[config.mk]
export PLATFORM = sky130hd
export DESIGN_NAME = vie_top
export DESIGN_NICKNAME = d
export VERILOG_FILES = /design/src/rtl/vie_pkg.sv /design/src/rtl/vie_prescale.sv /design/src/rtl/vie_edge_sel.sv /design/src/rtl/vie_top.sv
export VERILOG_INCLUDE_DIRS = /design/src /design/src/rtl
export SDC_FILE = /design/constraint.sdc
export NUM_CORES = 1
export LEC_CHECK = 0
export ABC_AREA = 1
export BUFFER_PORTS_ARGS = -buffer_cell sky130_fd_sc_hd__buf_4
export CAP_MARGIN = 40
export CELL_PAD_IN_SITES_DETAIL_PLACEMENT = 1
export CELL_PAD_IN_SITES_GLOBAL_PLACEMENT = 1
export CORE_ASPECT_RATIO = 2
export CORE_MARGIN = 4
export CORE_UTILIZATION = 30
export DETAILED_ROUTE_END_ITERATION = 12
export PLACE_DENSITY = 0.67
export SYNTH_ARGS = -nofsm -noshare
export SYNTH_HDL_FRONTEND = slang
export SYNTH_HIERARCHICAL = 1
export SYNTH_SLANG_ARGS = --single-unit
[constraint.sdc]
create_clock -name aclk -period 3.55 [get_ports aclk]
set_input_delay 0.5325 -clock aclk [delete_from_list [all_inputs] [get_ports aclk]]
set_output_delay 0.5325 -clock aclk [all_outputs]
set_load 0.02 [all_outputs]
[src/rtl/vie_defs.svh]
// constants for the vectored interrupt block: register indices, fields, resets
// assumes byte address = 4 * index on a 12-bit axi4-lite address
`ifndef VIE_DEFS_SVH
`define VIE_DEFS_SVH
// ----------------------------------------
// register indices
// ----------------------------------------
`define VIE_IDX_STAT 8'h00
`define VIE_IDX_MASK 8'h01
`define VIE_IDX_PINS 8'h02
`define VIE_IDX_CTL 8'h03
`define VIE_IDX_STOPREC 8'h0b
`define VIE_IDX_PRIO 8'hf9
`define VIE_IDX_IRQ 8'hfa
`define VIE_IDX_INTMASK 8'hfb
// ----------------------------------------
// fields and reset values
// ----------------------------------------
`define VIE_NLINES 6
`define VIE_INTMASK_GIE 7
`define VIE_STOPREC_DIV16 0
`define VIE_CTL_CMP 0
`define VIE_ST_HIT 0
`define VIE_ST_VEC 1
`define VIE_RST_8 8'h00
`define VIE_RST_6 6'h00
`define VIE_RST_2 2'h0
`define VIE_PRIO_LINES 3'h6
`define VIE_PRESC_LAST 4'hf
`define VIE_RESP_OKAY 2'h0
`define VIE_RESP_SLVERR 2'h2
`endif

[src/rtl/vie_pkg.sv]
// types shared by the vectored interrupt block
// assumes vie_defs.svh supplies the numeric constants
package vie_pkg;
  // ----------------------------------------
  // vector fetch sequencer
  // ----------------------------------------
  typedef enum logic [3:0] {
    ST_IDLE = 4'b0001,
    ST_RDLO = 4'b0010,
    ST_RDHI = 4'b0100,
    ST_CAP = 4'b1000
  } vie_state_type;
  // ----------------------------------------
  // carriers
  // ----------------------------------------
  typedef struct packed {
    logic lvd;
    logic t8;
    logic t16;
    logic cmp2;
    logic cmp1;
    logic pin3;
    logic pin2;
    logic pin1;
  } vie_src_type;
  typedef struct packed {
    logic valid;
    logic [2:0] line;
    logic [15:0] addr;
  } vie_vec_type;
endpackage : vie_pkg

[src/rtl/vie_prescale.sv]
// divide-by-16 tick for the interrupt logic clock
// assumes div16 is a registered control level
`timescale 1ns/1ps
`include "vie_defs.svh"
module vie_prescale (
  // clock and reset
  input wire logic aclk,
  input wire logic aresetn,
  // control and tick
  input wire logic div16,
  output logic tick
);
  import vie_pkg::*;
  logic [3:0] cnt_r;
  logic [3:0] cnt_nxt;
  // free-running count; tick every edge unless divided
  assign cnt_nxt = cnt_r + 4'h1;
  assign tick = !div16 || (cnt_r == `VIE_PRESC_LAST);
  always_ff @(posedge aclk) begin
    if (!aresetn) cnt_r <= 4'h0;
    else cnt_r <= cnt_nxt;
  end
endmodule : vie_prescale

[src/rtl/vie_edge_sel.sv]
// per-line edge detector with programmable edge for lines 0 and 2
// assumes levels are synchronous to aclk; sampling only on tick
`timescale 1ns/1ps
`include "vie_defs.svh"
module vie_edge_sel (
  // clock and reset
  input wire logic aclk,
  input wire logic aresetn,
  // sampling
  input wire logic tick,
  input wire logic [5:0] level,
  input wire logic [1:0] esel,
  output logic [5:0] hit
);
  import vie_pkg::*;
  logic [5:0] prev_r;
  // returns {rise_en, fall_en} for a line
  function automatic logic [1:0] edge_mode(input int line, input logic [1:0] sel);
    logic [1:0] m;
    m = 2'b10;
    if (line == 0) m = (sel == 2'b11) ? 2'b11 : (sel[0] ? 2'b10 : 2'b01);
    else if (line == 2) m = (sel == 2'b11) ? 2'b11 : (sel[1] ? 2'b10 : 2'b01);
    else if (line == 1) m = 2'b01;
    return m;
  endfunction : edge_mode
  for (genvar i = 0; i < `VIE_NLINES; i++) begin : g_line
    logic [1:0] md;
    assign md = edge_mode(i, esel);
    assign hit[i] = tick && ((md[1] && level[i] && !prev_r[i]) ||
                             (md[0] && !level[i] && prev_r[i]));
  end
  always_ff @(posedge aclk) begin
    if (!aresetn) prev_r <= `VIE_RST_6;
    else if (tick) prev_r <= level;
  end
endmodule : vie_edge_sel

[src/rtl/vie_top.sv]
// vectored interrupt controller with edge select, axi4-lite registers
// assumes one clock, synchronous inputs, program memory with one-cycle read
// What this block does
// - each source's routine address is two program-memory bytes forming 16 bits
// - pending requests are recorded even while masked, for polling
// - first comparator feeds line two, second comparator feeds line zero
// - lines zero and two trigger on rising, falling or both edges
// - edge selection comes from request register bits 7 and 6
// - 00 falling both; 01 line0 rising; 10 line2 rising; 11 both edges
// - software can read the present level of the edge pins
// - global enable changes only by enable/disable instructions and a grant; mask locked while enabled
// - stop-recovery bit 0 divides system and interrupt logic clock by 16
// - stop mode recovery clears the divide-by-16 bit
// - simultaneous requests are resolved by a software-set priority register
// - a grant disables interrupts, fetches the vector and hands it to the core
// - six lines use vector pairs 0,1 through 10,11 in order
//
// The AXI4-Lite slave port was decided locally.
`timescale 1ns/1ps
`include "vie_defs.svh"
module vie_top (
  // clock and reset
  input wire logic aclk,
  input wire logic aresetn,
  // axi4-lite slave
  input wire logic [11:0] awaddr,
  input wire logic awvalid,
  output logic awready,
  input wire logic [31:0] wdata,
  input wire logic [3:0] wstrb,
  input wire logic wvalid,
  output logic wready,
  output logic [1:0] bresp,
  output logic bvalid,
  input wire logic bready,
  input wire logic [11:0] araddr,
  input wire logic arvalid,
  output logic arready,
  output logic [31:0] rdata,
  output logic [1:0] rresp,
  output logic rvalid,
  input wire logic rready,
  // request sources
  input wire vie_pkg::vie_src_type src,
  input wire logic stop_recovery,
  // processor core
  input wire logic enable_instr,
  input wire logic disable_instr,
  input wire logic int_ack,
  output logic int_req,
  output vie_pkg::vie_vec_type vec,
  output logic sclk_tick,
  // program memory read port
  output logic [15:0] mem_addr,
  output logic mem_rd,
  input wire logic [7:0] mem_rdata,
  // interrupt
  output logic irq
);
  import vie_pkg::*;
  // ----------------------------------------
  // state
  // ----------------------------------------
  logic [7:0] irq_r, intmask_r, stoprec_r, ctl_r, stat_r, mask_r;
  logic [2:0] prio_r, line_r;
  logic [7:0] irq_nxt, intmask_nxt, stat_nxt;
  vie_state_type st_r, st_nxt;
  vie_vec_type vec_r;
  logic [15:0] mem_addr_r;
  logic [7:0] vhi_r;
  logic mem_rd_r, int_req_r, irq_r_out, sclk_r;
  logic aw_full_r, w_full_r, awready_r, wready_r, bvalid_r, arready_r, rvalid_r;
  logic [11:0] aw_addr_r;
  logic [7:0] w_data_r;
  logic w_strb_r;
  logic [1:0] bresp_r, rresp_r;
  logic [31:0] rdata_r;
  function automatic logic is_reg(input logic [11:0] a, input logic [7:0] idx);
    return (a[11:10] == 2'b00) && (a[9:2] == idx);
  endfunction : is_reg
  // rotating search from the programmed start line
  function automatic logic [3:0] pick(input logic [5:0] p, input logic [2:0] start);
    logic [3:0] r;
    logic [2:0] j;
    r = 4'h0;
    for (int k = `VIE_NLINES - 1; k >= 0; k--) begin
      j = 3'((int'(start) + k) % `VIE_NLINES);
      if (p[j]) r = {1'b1, j};
    end
    return r;
  endfunction : pick
  // ----------------------------------------
  // sources and edges
  // ----------------------------------------
  logic [5:0] lvl, hit;
  logic tick, gie, div16;
  assign gie = intmask_r[`VIE_INTMASK_GIE];
  assign div16 = stoprec_r[`VIE_STOPREC_DIV16];
  assign lvl[0] = ctl_r[`VIE_CTL_CMP] ? src.cmp2 : src.pin2;
  assign lvl[1] = src.pin3;
  assign lvl[2] = ctl_r[`VIE_CTL_CMP] ? src.cmp1 : src.pin1;
  assign lvl[3] = src.t16;
  assign lvl[4] = src.t8;
  assign lvl[5] = src.lvd;
  vie_prescale u_presc (
    .aclk(aclk),
    .aresetn(aresetn),
    .div16(div16),
    .tick(tick)
  );
  vie_edge_sel u_edge (
    .aclk(aclk),
    .aresetn(aresetn),
    .tick(tick),
    .level(lvl),
    .esel(irq_r[7:6]),
    .hit(hit)
  );
  // ----------------------------------------
  // axi4-lite decode
  // ----------------------------------------
  logic wr_go, wr_en, map_w, map_r;
  logic w_irq, w_intmask, w_stoprec, w_ctl, w_prio, w_stat, w_mask;
  logic [31:0] rd_mux;
  assign wr_go = aw_full_r && w_full_r && !bvalid_r;
  assign wr_en = wr_go && w_strb_r;
  assign w_irq = wr_en && is_reg(aw_addr_r, `VIE_IDX_IRQ);
  assign w_intmask = wr_en && is_reg(aw_addr_r, `VIE_IDX_INTMASK);
  assign w_stoprec = wr_en && is_reg(aw_addr_r, `VIE_IDX_STOPREC);
  assign w_ctl = wr_en && is_reg(aw_addr_r, `VIE_IDX_CTL);
  assign w_prio = wr_en && is_reg(aw_addr_r, `VIE_IDX_PRIO);
  assign w_stat = wr_en && is_reg(aw_addr_r, `VIE_IDX_STAT);
  assign w_mask = wr_en && is_reg(aw_addr_r, `VIE_IDX_MASK);
  assign map_w = is_reg(aw_addr_r, `VIE_IDX_IRQ) || is_reg(aw_addr_r, `VIE_IDX_INTMASK) ||
                 is_reg(aw_addr_r, `VIE_IDX_STOPREC) || is_reg(aw_addr_r, `VIE_IDX_CTL) ||
                 is_reg(aw_addr_r, `VIE_IDX_PRIO) || is_reg(aw_addr_r, `VIE_IDX_STAT) ||
                 is_reg(aw_addr_r, `VIE_IDX_MASK) || is_reg(aw_addr_r, `VIE_IDX_PINS);
  assign map_r = is_reg(araddr, `VIE_IDX_IRQ) || is_reg(araddr, `VIE_IDX_INTMASK) ||
                 is_reg(araddr, `VIE_IDX_STOPREC) || is_reg(araddr, `VIE_IDX_CTL) ||
                 is_reg(araddr, `VIE_IDX_PRIO) || is_reg(araddr, `VIE_IDX_STAT) ||
                 is_reg(araddr, `VIE_IDX_MASK) || is_reg(araddr, `VIE_IDX_PINS);
  assign rd_mux =
    is_reg(araddr, `VIE_IDX_IRQ) ? {24'h0000_00, irq_r} :
    is_reg(araddr, `VIE_IDX_INTMASK) ? {24'h0000_00, intmask_r} :
    is_reg(araddr, `VIE_IDX_STOPREC) ? {24'h0000_00, stoprec_r} :
    is_reg(araddr, `VIE_IDX_CTL) ? {24'h0000_00, ctl_r} :
    is_reg(araddr, `VIE_IDX_PRIO) ? {29'h0000_0000, prio_r} :
    is_reg(araddr, `VIE_IDX_STAT) ? {24'h0000_00, stat_r} :
    is_reg(araddr, `VIE_IDX_MASK) ? {24'h0000_00, mask_r} :
    is_reg(araddr, `VIE_IDX_PINS) ? {29'h0000_0000, src.pin3, src.pin2, src.pin1} :
    32'h0000_0000;
  // ----------------------------------------
  // grant and vector fetch
  // ----------------------------------------
  logic [3:0] grant;
  logic take, svc;
  logic [5:0] svc_clr;
  assign grant = pick(irq_r[5:0] & intmask_r[5:0], prio_r);
  assign take = (st_r == ST_IDLE) && int_ack && int_req_r && grant[3];
  assign svc = (st_r == ST_CAP);
  assign svc_clr = svc ? 6'(6'h01 << line_r) : `VIE_RST_6;
  always_comb begin
    case (st_r)
      ST_IDLE: st_nxt = take ? ST_RDLO : ST_IDLE;
      ST_RDLO: st_nxt = ST_RDHI;
      ST_RDHI: st_nxt = ST_CAP;
      ST_CAP: st_nxt = ST_IDLE;
      default: st_nxt = ST_IDLE;
    endcase
  end
  // flags: a new edge wins over a software or service clear
  // edge select comes from the captured write word, the bus may have moved on
  assign irq_nxt = {w_irq ? w_data_r[7:6] : irq_r[7:6],
                    ((w_irq ? w_data_r[5:0] : irq_r[5:0]) & ~svc_clr) | hit};
  assign intmask_nxt = {(gie || enable_instr) && !disable_instr && !take,
                        (w_intmask && !gie) ? w_data_r[6:0] : intmask_r[6:0]};
  assign stat_nxt = (stat_r & ~(w_stat ? w_data_r : `VIE_RST_8)) |
                    {6'h00, svc, |hit};
  always_ff @(posedge aclk) begin
    if (!aresetn) begin
      irq_r <= `VIE_RST_8;
      intmask_r <= `VIE_RST_8;
      stat_r <= `VIE_RST_8;
    end else begin
      irq_r <= irq_nxt;
      intmask_r <= intmask_nxt;
      stat_r <= stat_nxt;
    end
  end
  always_ff @(posedge aclk) begin
    if (!aresetn) begin
      stoprec_r <= `VIE_RST_8;
      ctl_r <= `VIE_RST_8;
      mask_r <= `VIE_RST_8;
      prio_r <= 3'h0;
    end else begin
      if (stop_recovery) stoprec_r[`VIE_STOPREC_DIV16] <= 1'b0;
      else if (w_stoprec) stoprec_r <= w_data_r;
      if (w_ctl) ctl_r <= w_data_r;
      if (w_mask) mask_r <= w_data_r;
      if (w_prio) prio_r <= (w_data_r[2:0] < `VIE_PRIO_LINES) ? w_data_r[2:0] : 3'h0;
    end
  end
  always_ff @(posedge aclk) begin
    if (!aresetn) begin
      st_r <= ST_IDLE;
      line_r <= 3'h0;
      mem_addr_r <= 16'h0000;
      mem_rd_r <= 1'b0;
      vhi_r <= `VIE_RST_8;
      vec_r <= '0;
    end else begin
      st_r <= st_nxt;
      vec_r.valid <= svc;
      mem_rd_r <= take || (st_r == ST_RDLO);
      if (take) begin
        line_r <= grant[2:0];
        mem_addr_r <= {12'h000, grant[2:0], 1'b0};
      end
      if (st_r == ST_RDLO) mem_addr_r <= mem_addr_r + 16'h0001;
      if (st_r == ST_RDHI) vhi_r <= mem_rdata;
      if (svc) vec_r.addr <= {vhi_r, mem_rdata};
      if (svc) vec_r.line <= line_r;
    end
  end
  // ----------------------------------------
  // core request, clock tick, interrupt output
  // ----------------------------------------
  always_ff @(posedge aclk) begin
    if (!aresetn) begin
      int_req_r <= 1'b0;
      sclk_r <= 1'b1;
      irq_r_out <= 1'b0;
    end else begin
      int_req_r <= intmask_nxt[`VIE_INTMASK_GIE] && (st_nxt == ST_IDLE) &&
                   |(irq_nxt[5:0] & intmask_nxt[5:0]);
      sclk_r <= tick;
      irq_r_out <= |(stat_nxt & mask_r);
    end
  end
  // ----------------------------------------
  // axi4-lite handshakes
  // ----------------------------------------
  always_ff @(posedge aclk) begin
    if (!aresetn) begin
      {aw_full_r, w_full_r, bvalid_r, rvalid_r} <= 4'h0;
      {awready_r, wready_r, arready_r} <= 3'h7;
      aw_addr_r <= 12'h000;
      w_data_r <= `VIE_RST_8;
      w_strb_r <= 1'b0;
      bresp_r <= `VIE_RESP_OKAY;
      rresp_r <= `VIE_RESP_OKAY;
      rdata_r <= 32'h0000_0000;
    end else begin
      if (awvalid && awready_r) begin
        aw_addr_r <= awaddr;
        aw_full_r <= 1'b1;
        awready_r <= 1'b0;
      end
      if (wvalid && wready_r) begin
        w_data_r <= wdata[7:0];
        w_strb_r <= wstrb[0];
        w_full_r <= 1'b1;
        wready_r <= 1'b0;
      end
      if (wr_go) begin
        {aw_full_r, w_full_r} <= 2'b00;
        bvalid_r <= 1'b1;
        bresp_r <= map_w ? `VIE_RESP_OKAY : `VIE_RESP_SLVERR;
      end
      if (bvalid_r && bready) begin
        bvalid_r <= 1'b0;
        {awready_r, wready_r} <= 2'b11;
      end
      if (arvalid && arready_r) begin
        arready_r <= 1'b0;
        rvalid_r <= 1'b1;
        rdata_r <= rd_mux;
        rresp_r <= map_r ? `VIE_RESP_OKAY : `VIE_RESP_SLVERR;
      end
      if (rvalid_r && rready) begin
        rvalid_r <= 1'b0;
        arready_r <= 1'b1;
      end
    end
  end
  assign {awready, wready, bvalid, bresp} = {awready_r, wready_r, bvalid_r, bresp_r};
  assign {arready, rvalid, rdata, rresp} = {arready_r, rvalid_r, rdata_r, rresp_r};
  assign {int_req, vec, sclk_tick, irq} = {int_req_r, vec_r, sclk_r, irq_r_out};
  assign {mem_addr, mem_rd} = {mem_addr_r, mem_rd_r};
  // ----------------------------------------
  // assertions
  // ----------------------------------------
  property p_vec_fetch;
    @(posedge aclk) disable iff (!aresetn)
      st_r == ST_CAP |=> vec.valid && vec.addr == {$past(mem_rdata, 2), $past(mem_rdata)};
  endproperty
  a_vec_fetch: assert property (p_vec_fetch) else $error("vector not two fetched bytes");
  property p_masked_pend;
    @(posedge aclk) disable iff (!aresetn)
      hit[3] && !intmask_r[3] |=> irq_r[3] && !int_req;
  endproperty
  a_masked_pend: assert property (p_masked_pend) else $error("masked request lost");
  property p_cmp_route;
    @(posedge aclk) disable iff (!aresetn)
      ctl_r[0] && !div16 && irq_r[7:6] == 2'b11 && src.cmp1 != $past(src.cmp1)
      |=> irq_r[2];
  endproperty
  a_cmp_route: assert property (p_cmp_route) else $error("comparator not on line 2");
  property p_esel_rise0;
    @(posedge aclk) disable iff (!aresetn)
      !div16 && irq_r[7:6] == 2'b01 && !ctl_r[0] && $rose(src.pin2) |=> irq_r[0];
  endproperty
  a_esel_rise0: assert property (p_esel_rise0) else $error("line 0 rise missed");
  property p_mask_lock;
    @(posedge aclk) disable iff (!aresetn)
      gie && w_intmask |=> intmask_r[6:0] == $past(intmask_r[6:0]);
  endproperty
  a_mask_lock: assert property (p_mask_lock) else $error("mask changed while enabled");
  // cycles since the last tick while divided; a long repetition would be unrolled
  logic [3:0] gap_r;
  logic gap_seen_r;
  always_ff @(posedge aclk) begin
    if (!aresetn || !div16) begin
      gap_r <= 4'h0;
      gap_seen_r <= 1'b0;
    end else begin
      gap_r <= tick ? 4'h0 : gap_r + 4'h1;
      gap_seen_r <= gap_seen_r || tick;
    end
  end
  property p_div16;
    @(posedge aclk) disable iff (!aresetn)
      div16 && gap_seen_r |-> tick == (gap_r == `VIE_PRESC_LAST);
  endproperty
  a_div16: assert property (p_div16) else $error("divide by 16 period wrong");
  property p_stop_clr;
    @(posedge aclk) disable iff (!aresetn)
      stop_recovery |=> !stoprec_r[`VIE_STOPREC_DIV16];
  endproperty
  a_stop_clr: assert property (p_stop_clr) else $error("div16 kept after recovery");
  property p_grant;
    @(posedge aclk) disable iff (!aresetn)
      take |=> !gie && mem_rd && mem_addr == {12'h000, line_r, 1'b0} ##3 vec.valid;
  endproperty
  a_grant: assert property (p_grant) else $error("interrupt cycle wrong");
  property p_sticky;
    @(posedge aclk) disable iff (!aresetn)
      irq_r[4] && !w_irq && !(svc && line_r == 3'h4) |=> irq_r[4];
  endproperty
  a_sticky: assert property (p_sticky) else $error("flag dropped unserviced");
endmodule : vie_top

==> After elaboration in Yosys (flattened, before gate mapping) <==
Index checks and enable logic that the tools add are counted.
{ "totals": {"ff_bits": 180, "inputBits": 87} }
{ "classes": {"n_addsub": 7, "div": 6, "order_cmp": 7, "eq_ne": 21, "shift": 1, "n_mux": 43, "n_bitwise": 11, "n_reduce_logical": 102} }
{ "ops": {"columns": ["op", "n"], "rows": [
  ["$mod A32 B4 Y32 const B", 5],
  ["$mux W8", 8],
  ["$logic_and A1 B1 Y1", 57],
  ["$eq A8 B8 Y1 const B", 6],
  ["$eq A8 B2 Y1 const B", 4],
  ["$mod A4 B4 Y32 const B", 1],
  ["$mux W16", 2],
  ["$lt A3 B4 Y1 const B", 6],
  ["$mux W4", 6],
  ["$logic_or A1 B1 Y1", 19],
  ["$and A6 B6 Y6", 3],
  ["$bmux W1 S3", 6],
  ["$mux W6", 3],
  ["$add A16 B1 Y16 const B", 1],
  ["$and A8 B8 Y8", 2],
  ["$eq A8 B1 Y1 const B", 2],
  ["$eq A8 B4 Y1 const B", 2],
  ["$logic_not A8 Y1", 2],
  ["$mux W2", 7],
  ["$logic_not A1 Y1", 13],
  ["$pmux W4 S3", 1],
  ["$reduce_or A6 Y1", 2],
  ["$add A3 B2 Y4 const B", 2],
  ["$add A3 B3 Y4 const B", 2],
  ["21 further kinds", 36]
]} }

==> Longest topological paths before layout <==
{ "logic_depth": {"depth_word": 16, "mapped_depth": 27} }

==> Modules after synthesis <==
Netlist, hierarchy kept.
{ "modules_own_cells": {"columns": ["module", "n_inst", "cells_per_inst", "area_per_inst_um2", "seq_area_each_um2"], "rows": [
  ["vie_top", 1, 1007, 7079.3, 2842.7],
  ["vie_edge_sel", 1, 51, 346.6, 120.1],
  ["vie_prescale", 1, 20, 151.4, 80.1]
]} }

==> Least setup slack after synthesis <==
OpenSTA, ideal clock, no wires.
{ "synth_timing": {"kind": "register to register", "start": "register prio_r[0]", "end": "register mem_addr_r[8], in the netlist mem_addr[8]", "arrival_ns": 2.681, "required_ns": 3.481, "path_slack_ns": 0.800, "stages_incl_launch_ff": 22, "path_buffers": 2, "period_less_slack_ns": 2.750, "cell_sequence": "dfxtp_1 -> inv_2 -> buf_2 -> ha_1 -> xnor2_2 -> ha_1 -> inv_1 -> nand3_1 -> nand2_1 -> nand2_1 -> o21ai_0 -> nand2_1 -> nand3_2 -> nand2_1 -> inv_2 -> nand3_2 -> nand2_4 -> nand2_4 -> inv_4 -> buf_12 -> nand2_2 -> a21oi_2"} }
{ "synth_via": {"elab_chain_cells": 12} }
{ "synth_rtl": {"columns": ["element", "line_no", "source"], "rows": [
  ["from (decl)", "vie_top.sv:65", "logic [2:0] prio_r, line_r;"],
  ["from (signal assigned)", "vie_top.sv:201", "if (w_prio) prio_r <= (w_data_r[2:0] < `VIE_PRIO_LINES) ? w_data_r[2:0] : 3'h0;"],
  ["$add A3 B3 Y4", "vie_top.sv:87", "j = 3'((int'(start) + k) % `VIE_NLINES);"],
  ["$mod A32 B4 Y32 (no line)", null, null],
  ["$bmux W1 S3", "vie_top.sv:88", "if (p[j]) r = {1'b1, j};"],
  ["$mux W1 (not written as such)", "vie_top.sv:88", null],
  ["$mux W4 (5 in a row)", "vie_top.sv:88", null],
  ["$mux W4 (*)", "vie_top.sv:88", null],
  ["$logic_and A1 B1 Y1 (*)", "vie_top.sv:159", "assign take = (st_r == ST_IDLE) && int_ack && int_req_r && grant[3];"],
  ["$reduce_bool A2 Y1 (no line) (*)", null, null],
  ["to (signal assigned)", "vie_top.sv:218", "mem_addr_r <= {12'h000, grant[2:0], 1'b0};"],
  ["to (signal assigned)", "vie_top.sv:220", "if (st_r == ST_RDLO) mem_addr_r <= mem_addr_r + 16'h0001;"],
  ["to (decl)", "vie_top.sv:69", "logic [15:0] mem_addr_r;"]
]} }
Every way passes the cells marked *; elsewhere a longest branch is shown, timed or not. The select of a mux whose other input is x is not followed.
A chain may end at the register's enable or synchronous reset.

==> Final worst setup path <==
{ "layout_timing": {"start": "register prio_r[1]", "end": "register mem_addr_r[1], in the netlist mem_addr[1]"} }
{ "layout_via": {"elab_chain_cells": 12} }
{ "layout_rtl": {"columns": ["element", "line_no"], "rows": [
  ["$add A3 B3 Y4", "vie_top.sv:87"],
  ["$mod A32 B4 Y32 (no line)", null],
  ["$bmux W1 S3", "vie_top.sv:88"],
  ["$mux W1 (not written as such)", "vie_top.sv:88"],
  ["$mux W4 (5 in a row)", "vie_top.sv:88"],
  ["$mux W4 (*)", "vie_top.sv:88"],
  ["$mux W16 / $logic_and A1 B1 Y1 (equally long branches)", "vie_top.sv:216, vie_top.sv:159"],
  ["$mux W16 / $reduce_bool A2 Y1 (equally long branches)", null]
]} }
Marks and branches as above.

==> flow_metrics.tcl <==
set metrics [dict create \
    status "finished, final reports clean" \
    slew_headroom_pct 48.1 \
    yosysUniqueCellTypes 50 \
    die_w_um 120 \
    grt_pass1_wl_um 39200 \
    synth.largest_area_cell "dfxtp_1" \
    num_vias 7368 \
    cts_buffers 17 \
    p_int_uw 2910 \
    dieArea_sq_um 28000 \
    largest_reg_flops 20 \
    clockBufferDepth 2 \
    fin_tns_setup_ps 0 \
    p_switching_uw 972 \
    synth.avg_cell_area_sq_um 7.03 \
    syn_area_sq_um 7580 \
    grt_start_max_net_pins 82 \
    critical-path-top-delay-family "simple AND/OR/NAND/NOR gates" \
    wirelength_um 24100 \
    hold_depth 2 \
    max-vdd-ir-drop_v 0.000274 \
    worstPathArrival_ps 3510 \
    final-hold-violation-count 0 \
    hold_class "in -> reg" \
    n_fill_cell 3147 \
    clkTransAtPathRegs_ps 60 \
    worstMarginPinSlew_ps 778 \
    worstSetupPathType "reg -> reg" \
    diodes 0 \
    syn_to_final_growth_pct 22.4 \
    setup_ws_ps 406 \
    synthCells 1078 \
    synth-edff-count 0 \
    drtIter0Drc 284 \
    multi_input_area_sq_um 3770 \
    seqCellArea_sq_um 3050 \
    cts_hold_buf 0 \
    root_buffer "clkbuf_16" \
    finalClockSkew_ps 8.00 \
    power_frac_comb_pct 7.7 \
    p_per_area_nw_per_um2 418 \
    path_cells "inv_1 > ha_1 > a21oi_2 > inv_1 > ha_1 > inv_1 > nand3_1 > nand2_1 > nand2_1 > o21ai_0 > nand2_1 > nand3_2 > nand2_1 > inv_2 > nand3_2 > nand2_4 > nand2_4 > inv_4 > nand2_1 > nand2_1 > nor2_1 > nor2_1" \
    synth.area.top_cells "dfxtp_1 (40%), nand2_1 (9.3%), o21ai_0 (7.3%)" \
    drv_cap 0 \
    swShare_pct 25.1 \
    synth_most_common_cell "nand2_1" \
    fmax_ghz 0.318 \
    grt_usage_pct 17.6 \
    pwr-share-seq_pct 46.1 \
    ys_warn_count 6 \
    portBuffers 110 \
    antenna_found_initial 0 \
    yosys_register_bits 152 \
    setup_viol 0 \
    synth_common_cells "nand2_1 (187), dfxtp_1 (152), nor2_1 (141), inv_1 (131), o21ai_0 (110)" \
    critPathMostFrequentCell "nand2_1" \
    cp.depth 22 \
    ys_seq_area_share_pct 40.2 \
    p_leak_uw 0.00406 \
    finalCritPeriodShare_pct 88.6 \
    finalNetCount 1289 \
    wl_per_cell_um 15.6 \
    place.gp.congestion 0.826 \
    hpwl_um 18500 \
    async_flop_share_pct 0 \
    slowest_stage "dfxtp_2" \
    first_pass_iters 4 \
    layout-drive-gt1-share_pct 18.2 \
    maxSlewViolCount 0 \
    die_y_um 233 \
    worst_setup_path_start_kind "flop" \
    required_ps 3920 \
    worst-path-max-fanout 14 \
    viasPerCell 4.79 \
    crit_buf_inv 5 \
    max_stage_delay_ps 380 \
    synth_ff_type "dfxtp_1" \
    drc 0 \
    clock_sinks 152 \
    grt_pass1_vias 7751 \
    reg2reg_depth 22 \
    initial_utilization_pct 30.4 \
    synth.top_cell.area_share_pct 40.2 \
    gr-total-overflow 0 \
    min_period_ps 3140 \
    rsz0062_at_grt "no" \
    power.share.clock_pct 46.2 \
    ant_nets 0 \
    core_region_area_sq_um 24900 \
    cts_tree "done" \
    clk_latency_ps 430 \
    rows 82 \
    htree_levels 4 \
    io_pins 168 \
    critPathCaptureType "flop" \
    place_ws_ps 191 \
]
-- repair_timing --
action,CTS,global route
setup endpoints to repair,0,17
buffers inserted,0,0
resized for setup,0,3
-- cells by family after synthesis --
family	after synthesis	share of synthesized area [%]
AOI/OAI and AO/OA	267	20.3
buffers and inverters	197	11.4
other	1	0.0495
and+or+nand+nor	447	25.7
DFF	152	40.2
adders and majority gates	12	1.98
xor gates and xnor gates	2	0.330
-- through the flow --
step | util (%) | std cells | cell area [sq um] | hold WS [ps] | total power (uW)
final | 37.2 | 1539 | 9270 | 293 | 3880
after global routing | 37.2 | 1539 | 9270 | 279 | 4030
after CTS | 37.2 | 1539 | 9270 | 272 | 3920
after detailed placement | 34.9 | 1507 | 8700 | 442 | 2130
after global placement | 34.9 | 1507 | 8700 | 434 | 2120
after floorplan | - | 1103 | 7670 | 416 | 2010
-- area by class of cell --
class / count / area share [%]
Clock buffer: 20 / 4.82
Clock inverter: 12 / 1.35
Inverter: 140 / 5.69
Multi-Input combinational cell: 754 / 40.7
Sequential cell: 152 / 32.8
Tap cell: 336 / 4.53
Timing Repair Buffer: 125 / 10.1
-- path summary, 6_finish.rpt --
| path | from | endpoint | slack, ps |
|---|---|---|---|
| worst min-delay path | stop_recovery | stoprec_r[0]$_SDFFE_PP0P_ | 290 |
| worst max-delay path | prio_r[1]$_SDFFE_PN0P_ | mem_addr[1]$_SDFFE_PN0P_ | 410 |
| worst min register to register | u_presc/cnt_r[0]$_SDFF_PN0_ | u_presc/cnt_r[0]$_SDFF_PN0_ | 450 |
| worst max register to register | prio_r[1]$_SDFFE_PN0P_ | mem_addr[1]$_SDFFE_PN0P_ | 410 |
-- placed cells by master, fill, tap and decap left out, drive strengths merged, types with 6 or more instances in the layout --
cell type and instances:
clkbuf 20, nand3 60, o211ai 7, nand4 8, o21ai 117, nor3 15, nor2 143, a21oi 102
a211oi 11, a31oi 6, dfxtp 152, inv 139, clkinv 11, or2 7, nand2 207, buf 125
conb 26, ha 12
-- power by group through the flow --
stage | clock network, uW | logic, uW | registers [uW]
3_5_place_dp | 0 | 304 | 1820
4_1_cts | 1830 | 305 | 1790
6_report | 1790 | 301 | 1790
2_1_floorplan | 0 | 177 | 1830
5_1_grt | 1910 | 334 | 1790
3_3_place_gp | 0 | 298 | 1820
-- per-layer routing --
metal	vias up	wire, um	GRT usage, %
li1	3705	-	-
met1	3471	9170	18.0
met2	151	12900	33.3
met3	41	1090	3.70
met4	0	945	8.58
met5	-	0	0
Note: power is estimated with default switching activity, not from simulation.
